===== src/sdwl_consts.svh =====
// constants for the serial dac word loader
`ifndef SDWL_CONSTS_SVH
`define SDWL_CONSTS_SVH
`define SDWL_WORD_BITS 16
`define SDWL_CODE_BITS 12
`define SDWL_SPEED_BIT 14
`define SDWL_POWER_BIT 13
`define SDWL_BIT_CNT_LAST 5'h10
`define SDWL_RST_CODE 12'h000
`define SDWL_RST_SPEED 1'b0
`define SDWL_RST_POWER 1'b0
`endif


===== src/sdwl_pkg.sv =====
// types for the serial dac word loader
package sdwl_pkg;
	typedef enum logic [2:0] {
		SDWL_IDLE = 3'b001,
		SDWL_SHIFT = 3'b010,
		SDWL_DONE = 3'b100
	} sdwl_state_t;

	typedef struct packed {
		logic cs_n;
		logic frame_sync;
		logic sclk;
		logic din;
	} sdwl_pins_t;

	typedef struct packed {
		logic speed_select;
		logic power_down_request;
		logic [11:0] code;
	} sdwl_dac_t;

	typedef struct packed {
		sdwl_pins_t sync1;
		sdwl_pins_t sync2;
		sdwl_pins_t prev;
		sdwl_state_t state;
		logic [15:0] shift;
		logic [4:0] bit_cnt;
		sdwl_dac_t dac;
		logic update;
	} sdwl_regs_t;
endpackage


===== src/sdwl_loader.sv =====
// serial word loader that feeds a 12-bit dac with code and control
`timescale 1ns/1ps
`include "sdwl_consts.svh"

module sdwl_loader
	import sdwl_pkg::*;
(
	input wire logic clk_sys,
	input wire logic rst,
	input wire logic cs_n,
	input wire logic frame_sync,
	input wire logic sclk,
	input wire logic din,
	output logic [11:0] dac_code,
	output logic speed_select,
	output logic power_down_request,
	output logic dac_update
);

	// ****************************************
	// state
	// ****************************************
	sdwl_regs_t s_reg;
	sdwl_regs_t s_next;
	logic sclk_fall;
	logic fs_fall;
	logic fs_rise;
	logic selected;

	// every pin passes sync1 and sync2; prev holds the sync2 value one cycle older,
	// so an edge on a pin is seen two clk_sys cycles after it happens.
	// din is read from sync2 in the same cycle as the sclk fall, which keeps both
	// on the same delay; the host must hold din for that long around the fall.
	assign selected = ~s_reg.sync2.cs_n;
	assign sclk_fall = s_reg.prev.sclk & ~s_reg.sync2.sclk;
	assign fs_fall = s_reg.prev.frame_sync & ~s_reg.sync2.frame_sync;
	assign fs_rise = ~s_reg.prev.frame_sync & s_reg.sync2.frame_sync;

	// ****************************************
	// next state
	// ****************************************
	always_comb begin
		s_next = s_reg;
		s_next.sync1 = '{
			cs_n: cs_n,
			frame_sync: frame_sync,
			sclk: sclk,
			din: din
		};
		s_next.sync2 = s_reg.sync1;
		s_next.prev = s_reg.sync2;
		s_next.update = 1'b0;
		case (s_reg.state)
			SDWL_IDLE: begin
				if (selected && fs_fall) begin
					s_next.state = SDWL_SHIFT;
					s_next.bit_cnt = 5'h00;
				end
			end
			SDWL_SHIFT: begin
				if (!selected) begin
					s_next.state = SDWL_IDLE;
				end else if (fs_rise) begin
					s_next.dac.speed_select = s_reg.shift[`SDWL_SPEED_BIT];
					s_next.dac.power_down_request = s_reg.shift[`SDWL_POWER_BIT];
					s_next.dac.code = s_reg.shift[`SDWL_CODE_BITS-1:0];
					s_next.update = 1'b1;
					s_next.state = SDWL_IDLE;
				end else if (sclk_fall) begin
					s_next.shift = {s_reg.shift[`SDWL_WORD_BITS-2:0], s_reg.sync2.din};
					s_next.bit_cnt = s_reg.bit_cnt + 5'h01;
					if (s_reg.bit_cnt + 5'h01 == `SDWL_BIT_CNT_LAST) begin
						s_next.state = SDWL_DONE;
					end
				end
			end
			SDWL_DONE: begin
				// word splits into control bits and straight code
				s_next.dac.speed_select = s_reg.shift[`SDWL_SPEED_BIT];
				s_next.dac.power_down_request = s_reg.shift[`SDWL_POWER_BIT];
				s_next.dac.code = s_reg.shift[`SDWL_CODE_BITS-1:0];
				s_next.update = 1'b1;
				s_next.state = SDWL_IDLE;
			end
			default: begin
				s_next.state = SDWL_IDLE;
			end
		endcase
	end

	always_ff @(posedge clk_sys) begin
		if (rst) begin
			s_reg <= '0;
			// idle pin levels, so no false edge follows reset
			s_reg.sync1 <= '{
				cs_n: 1'b1,
				frame_sync: 1'b1,
				sclk: 1'b1,
				din: 1'b0
			};
			s_reg.sync2 <= '{
				cs_n: 1'b1,
				frame_sync: 1'b1,
				sclk: 1'b1,
				din: 1'b0
			};
			s_reg.prev <= '{
				cs_n: 1'b1,
				frame_sync: 1'b1,
				sclk: 1'b1,
				din: 1'b0
			};
			s_reg.state <= SDWL_IDLE;
			s_reg.dac <= '{speed_select: `SDWL_RST_SPEED,
				power_down_request: `SDWL_RST_POWER, code: `SDWL_RST_CODE};
		end else begin
			s_reg <= s_next;
		end
	end

	// ****************************************
	// outputs
	// ****************************************
	assign dac_code = s_reg.dac.code;
	assign speed_select = s_reg.dac.speed_select;
	assign power_down_request = s_reg.dac.power_down_request;
	assign dac_update = s_reg.update;

	// ****************************************
	// assertions
	// ****************************************
	// one bit accepted this cycle, and a frame cut short by frame_sync
	logic shift_step;
	logic early_end;

	assign shift_step = s_reg.state == SDWL_SHIFT && selected && !fs_rise && sclk_fall;
	assign early_end = s_reg.state == SDWL_SHIFT && selected && fs_rise;

	a_full_word_update: assert property (@(posedge clk_sys) disable iff (rst)
		(shift_step && s_reg.bit_cnt == 5'h0f)
		|=> ##1 dac_update)
		else $error("no update after sixteen bits");

	a_early_update: assert property (@(posedge clk_sys) disable iff (rst)
		early_end
		|=> dac_update)
		else $error("no update on early frame_sync rise");

	a_code_split: assert property (@(posedge clk_sys) disable iff (rst)
		(s_reg.state == SDWL_DONE)
		|=> dac_code == $past(s_reg.shift[11:0]))
		else $error("code field wrong");

	a_speed_bit: assert property (@(posedge clk_sys) disable iff (rst)
		(s_reg.state == SDWL_DONE)
		|=> speed_select == $past(s_reg.shift[14]))
		else $error("speed bit wrong");

	a_power_bit: assert property (@(posedge clk_sys) disable iff (rst)
		(s_reg.state == SDWL_DONE)
		|=> power_down_request == $past(s_reg.shift[13]))
		else $error("power bit wrong");

	a_deselect_hold: assert property (@(posedge clk_sys) disable iff (rst)
		(!selected && s_reg.state != SDWL_DONE)
		|=> !dac_update && $stable(dac_code))
		else $error("update while deselected");

	a_shift_msb: assert property (@(posedge clk_sys) disable iff (rst)
		shift_step
		|=> s_reg.shift[0] == $past(s_reg.sync2.din))
		else $error("bit not shifted on sclk fall");

	a_frame_start: assert property (@(posedge clk_sys) disable iff (rst)
		(s_reg.state == SDWL_IDLE && selected && fs_fall)
		|=> s_reg.state == SDWL_SHIFT && s_reg.bit_cnt == 5'h00)
		else $error("frame not opened");

	a_reset_vals: assert property (@(posedge clk_sys)
		rst
		|=> dac_code == 12'h000 && !speed_select && !power_down_request)
		else $error("reset values wrong");

	a_reset_state: assert property (@(posedge clk_sys)
		rst
		|=> s_reg.state == SDWL_IDLE && s_reg.shift == 16'h0000 && !dac_update)
		else $error("reset state wrong");

	a_update_pulse: assert property (@(posedge clk_sys) disable iff (rst)
		dac_update
		|=> !dac_update)
		else $error("update pulse longer than one cycle");

	a_update_source: assert property (@(posedge clk_sys) disable iff (rst)
		dac_update
		|-> $past(s_reg.state == SDWL_DONE) || $past(early_end))
		else $error("update without a finished frame");

	a_state_onehot: assert property (@(posedge clk_sys) disable iff (rst)
		1'b1
		|-> $onehot(s_reg.state))
		else $error("state not one-hot");

	a_code_hold: assert property (@(posedge clk_sys) disable iff (rst)
		$changed(dac_code)
		|-> dac_update)
		else $error("code changed without update");

	a_speed_hold: assert property (@(posedge clk_sys) disable iff (rst)
		$changed(speed_select)
		|-> dac_update)
		else $error("speed changed without update");

	a_power_hold: assert property (@(posedge clk_sys) disable iff (rst)
		$changed(power_down_request)
		|-> dac_update)
		else $error("power changed without update");

	a_idle_no_update: assert property (@(posedge clk_sys) disable iff (rst)
		(s_reg.state == SDWL_IDLE)
		|=> !dac_update)
		else $error("update from idle");

	a_idle_shift_hold: assert property (@(posedge clk_sys) disable iff (rst)
		(s_reg.state == SDWL_IDLE)
		|=> $stable(s_reg.shift))
		else $error("shift moved outside a frame");

	a_frame_wait: assert property (@(posedge clk_sys) disable iff (rst)
		(s_reg.state == SDWL_IDLE && !(selected && fs_fall))
		|=> s_reg.state == SDWL_IDLE)
		else $error("frame opened without frame_sync fall");

	a_bit_cnt_max: assert property (@(posedge clk_sys) disable iff (rst)
		1'b1
		|-> s_reg.bit_cnt <= 5'h10)
		else $error("bit count past sixteen");

	a_done_count: assert property (@(posedge clk_sys) disable iff (rst)
		(s_reg.state == SDWL_DONE)
		|-> s_reg.bit_cnt == 5'h10)
		else $error("word done before sixteen bits");

	a_done_single: assert property (@(posedge clk_sys) disable iff (rst)
		(s_reg.state == SDWL_DONE)
		|=> s_reg.state == SDWL_IDLE)
		else $error("done state held");

	a_bit_count_step: assert property (@(posedge clk_sys) disable iff (rst)
		shift_step
		|=> s_reg.bit_cnt == $past(s_reg.bit_cnt) + 5'h01)
		else $error("bit count not advanced");

	a_shift_upward: assert property (@(posedge clk_sys) disable iff (rst)
		shift_step
		|=> s_reg.shift[15:1] == $past(s_reg.shift[14:0]))
		else $error("word not shifted msb first");

	a_no_edge_hold: assert property (@(posedge clk_sys) disable iff (rst)
		(s_reg.state == SDWL_SHIFT && selected && !fs_rise && !sclk_fall)
		|=> $stable(s_reg.shift) && $stable(s_reg.bit_cnt))
		else $error("shift moved without sclk fall");

	a_deselect_abort: assert property (@(posedge clk_sys) disable iff (rst)
		(s_reg.state == SDWL_SHIFT && !selected)
		|=> s_reg.state == SDWL_IDLE && !dac_update)
		else $error("frame kept after deselect");

	a_deselect_idle: assert property (@(posedge clk_sys) disable iff (rst)
		(s_reg.state == SDWL_IDLE && !selected)
		|=> s_reg.state == SDWL_IDLE)
		else $error("frame opened while deselected");

	a_early_code: assert property (@(posedge clk_sys) disable iff (rst)
		early_end
		|=> dac_code == $past(s_reg.shift[11:0]))
		else $error("early code wrong");

	a_speed_early: assert property (@(posedge clk_sys) disable iff (rst)
		early_end
		|=> speed_select == $past(s_reg.shift[14]))
		else $error("early speed bit wrong");

	c_full_frame: cover property (@(posedge clk_sys) s_reg.state == SDWL_DONE);
	c_early_end: cover property (@(posedge clk_sys) early_end);
	c_power_down: cover property (@(posedge clk_sys) dac_update && power_down_request);
	c_fast_mode: cover property (@(posedge clk_sys) dac_update && speed_select);
	c_abort: cover property (@(posedge clk_sys) s_reg.state == SDWL_SHIFT && !selected);
endmodule


===== config.mk =====
export PLATFORM = sky130hd
export DESIGN_NAME = sdwl_loader
export DESIGN_NICKNAME = d
export VERILOG_FILES = /design/src/sdwl_pkg.sv /design/src/sdwl_loader.sv
export VERILOG_INCLUDE_DIRS = /design/src
export SDC_FILE = /design/constraint.sdc
export NUM_CORES = 1
export LEC_CHECK = 0
export BUFFER_PORTS_ARGS = -buffer_cell sky130_fd_sc_hd__buf_2
export CORE_ASPECT_RATIO = 0.5
export CORE_MARGIN = 4
export CORE_UTILIZATION = 39
export CTS_CLUSTER_SIZE = 20
export DETAILED_ROUTE_END_ITERATION = 8
export SYNTH_ARGS = -nofsm -noshare
export SYNTH_HDL_FRONTEND = slang
export SYNTH_SLANG_ARGS = --single-unit
export TNS_END_PERCENT = 30

===== constraint.sdc =====
create_clock -name clk_sys -period 1.9 [get_ports clk_sys]
set_input_delay 0.095 -clock clk_sys [delete_from_list [all_inputs] [get_ports clk_sys]]
set_output_delay 0.095 -clock clk_sys [all_outputs]
set_load 0.01 [all_outputs]

==> metrics.csv <==
metric,value,unit
end_kind,flop,
max_slew.worst_pin.slew,562.5,ps
grt_pass1_wl,5.216,mm
clockBufferDepth,2,
layout_setup_ws,363.3,ps
path_cells,"nor2_4, and4b_1, buf_4, nand2_1, a21oi_1",
clkLatencyLatePin,300,ps
fin_tns_setup,0,ps
antenna_found_initial,0,
drive_gt1_frac,0.2190,
grt_pass1_vias,1154,
htree_levels,2,
die_w,105.5,um
overflow,0,
area_delta_synth_final,11.33,%
ys.flop_type,dfxtp_1,
yosys_warnings,0,
cts-root-buf,clkbuf_8,
dieArea,5992,um^2
cts_tree,built,
nFillCells,423,
vias,1291,
viasPerCell,4.678,
cp_top_family,simple AND/OR/NAND/NOR gates,
use_met2,0.1658,
dp_hpwl,1.945,mm
fin_crit,1537,ps
holdCritPathClass,input port to flop,
r2r_end,s_reg[25],
ios,21,
ir_drop,0.3835,mV
status,"complete, no violations",
final_net_count,216,
dp_worst_setup_slack,364.9,ps
first_iter_violations,66,
avgSynthCellArea,9.516,um^2
clock_skew,8.422,ps
portBuffers,20,
grt_max_degree,35,
syn_area,1856,um^2
place_area,1929,um^2
r2r_start,s_reg[38],
start_util,0.4134,
drv_cap,0,
cts_inserted_buffers,5,
powerDensity,817.5,nW/um^2
hold_violations,0,
cp_slowest_cell,and4b_1,
finalSetupViolations,0,
drtAntennaViolNets,0,
cp-start-kind,flop,
wl,2.954,mm
max_stage_delay,460,ps
crit_type,flop to flop,
syn-num-nets,202,
antenna_cells,0,
largest_reg_flops,25,
busiest_layer,met2,
synth_seq_area_share,0.5179,
synthArstFlopShare,0,
fin_util,0.4603,
globalRouteTotalUtil,0.1086,
synth_edf_count,0,
drtPass1Iterations,4,
fin_cells,276,
power_leakage,0.9017,nW
ys_seq_elements,48,
fp.dieH,56.78,um
clkTransAtPathRegs,90,ps
regToRegSetupSlack,360,ps
wire_per_inst,10.70,um
whs_path_depth,2,
dpl.cell_count,264,
cp.required,2140,ps
grt_setup_unrepaired,false,
hp-start,rst,
relSlewSlack,0.6250,
use_met1,0.1354,
cp_data_arrival_time,1770,ps
max_freq,650.7,MHz
place.gp.congestion,0.7571,
finalCritPeriodShare,0.8088,
holdPathEnd,dac_code[11],
slew_viol_final,0,
cp_num_buf_inv,1,
grtUsageMet3,0.04248,
syn_inst,195,
core,4488,um^2
crit_fanout,11,
post-route-drc-count,0,
synth_cell_type_count,34,
r2r_cells,5,
cts_sinks,48,
rows,17,
design_area,2066,um^2
==> how the worst max path moves through the flow <==
stage / start / to / slack (ps) / cells after the start
3_5_place_dp: s_reg[38] / s_reg[31] / 360 / 5
6_report: s_reg[38] / s_reg[25] / 360 / 5
5_1_grt: s_reg[40] / s_reg[34] / 190 / 5
4_1_cts: s_reg[38] / s_reg[25] / 360 / 5
3_3_place_gp: s_reg[36] / s_reg[30] / 410 / 5
2_1_floorplan: s_reg[36] / power_down_request / 500 / 5
==> per-stage QoR <==
| stage | total power, mW | hold WS, ps |
|---|---|---|
| final | 1.689 | 270.8 |
| after global routing | 1.765 | 285.8 |
| after detailed placement | 1.078 | 279.1 |
| after CTS | 1.716 | 252.2 |
| after floorplan | 1.067 | 198.8 |
| after global placement | 1.077 | 276.5 |
==> final cells by class <==
cell class / instances / area [um^2] / share of cell area
Inverter: 1 / 3.754 / 0.001817
Clock inverter: 2 / 13.76 / 0.006663
Sequential cell: 48 / 960.9 / 0.4652
Timing Repair Buffer: 28 / 170.2 / 0.08237
Tap cell: 66 / 82.58 / 0.03998
Clock buffer: 6 / 82.58 / 0.03998
Multi-Input combinational cell: 125 / 752.0 / 0.3640
==> power breakdown <==
part           total (mW)  internal [mW]  switching (mW)
combinational      0.0431         0.0197          0.0234
sequential           1.02           1.01         0.00322
clock               0.628          0.297           0.331
==> synthesized netlist by cell type, types with 2 or more instances <==
cell,n,area share
dfxtp_1,48,0.52
nand2_1,34,0.069
nor2_1,18,0.036
a21oi_1,17,0.046
mux2i_1,14,0.076
buf_4,12,0.049
or2_2,8,0.027
clkbuf_1,5,0.010
o21ai_0,5,0.013
nor2b_1,4,0.013
buf_2,3,0.0081
nand3_1,3,0.0081
nand2b_1,2,0.0067
nor3b_1,2,0.0081
==> repair_timing <==
item,in CTS,in global routing
hold buffers,4,0
resized for setup,0,0
setup buffers,0,0
hold endpoints to repair,4,0
==> cell usage in the layout (no fill, tap or decap), types with 2 or more instances in the layout <==
cell and n:
or2_2 8, nor2b_1 4, a21oi_1 17, mux2i_1 14, clkbuf_8 6, buf_2 20
o21ai_0 5, dfxtp_1 48, dlygate4sd3_1 4, nor3b_1 2, nand2_1 34, nand2b_1 2
nor2_1 18, nand3_1 3, buf_4 4
==> worst reg2reg max path, cell delays in order (launching register included) <==
cell,delay [ps]
dfxtp_1,380
nor2_4,210
and4b_1,460
buf_4,240
nand2_1,60
a21oi_1,120
==> kinds of logic (layout without fill, tap and decap cells) <==
logic type	after synthesis	in the layout	synth area share
buf+inv	22	37	0.07687
simple gates	83	83	0.2313
compound gates	27	27	0.09171
mux	14	14	0.07552
flops	48	48	0.5179
fa+ha+maj	1	1	0.006742
==> routing by layer <==
| metal | share of wire | vias up |
|---|---|---|
| met5 | 0 | - |
| met4 | 0.019 | 0 |
| met3 | 0.057 | 9 |
| met2 | 0.44 | 27 |
| met1 | 0.48 | 589 |
| li1 | - | 666 |
Note: power is estimated with default switching activity, not from simulation.
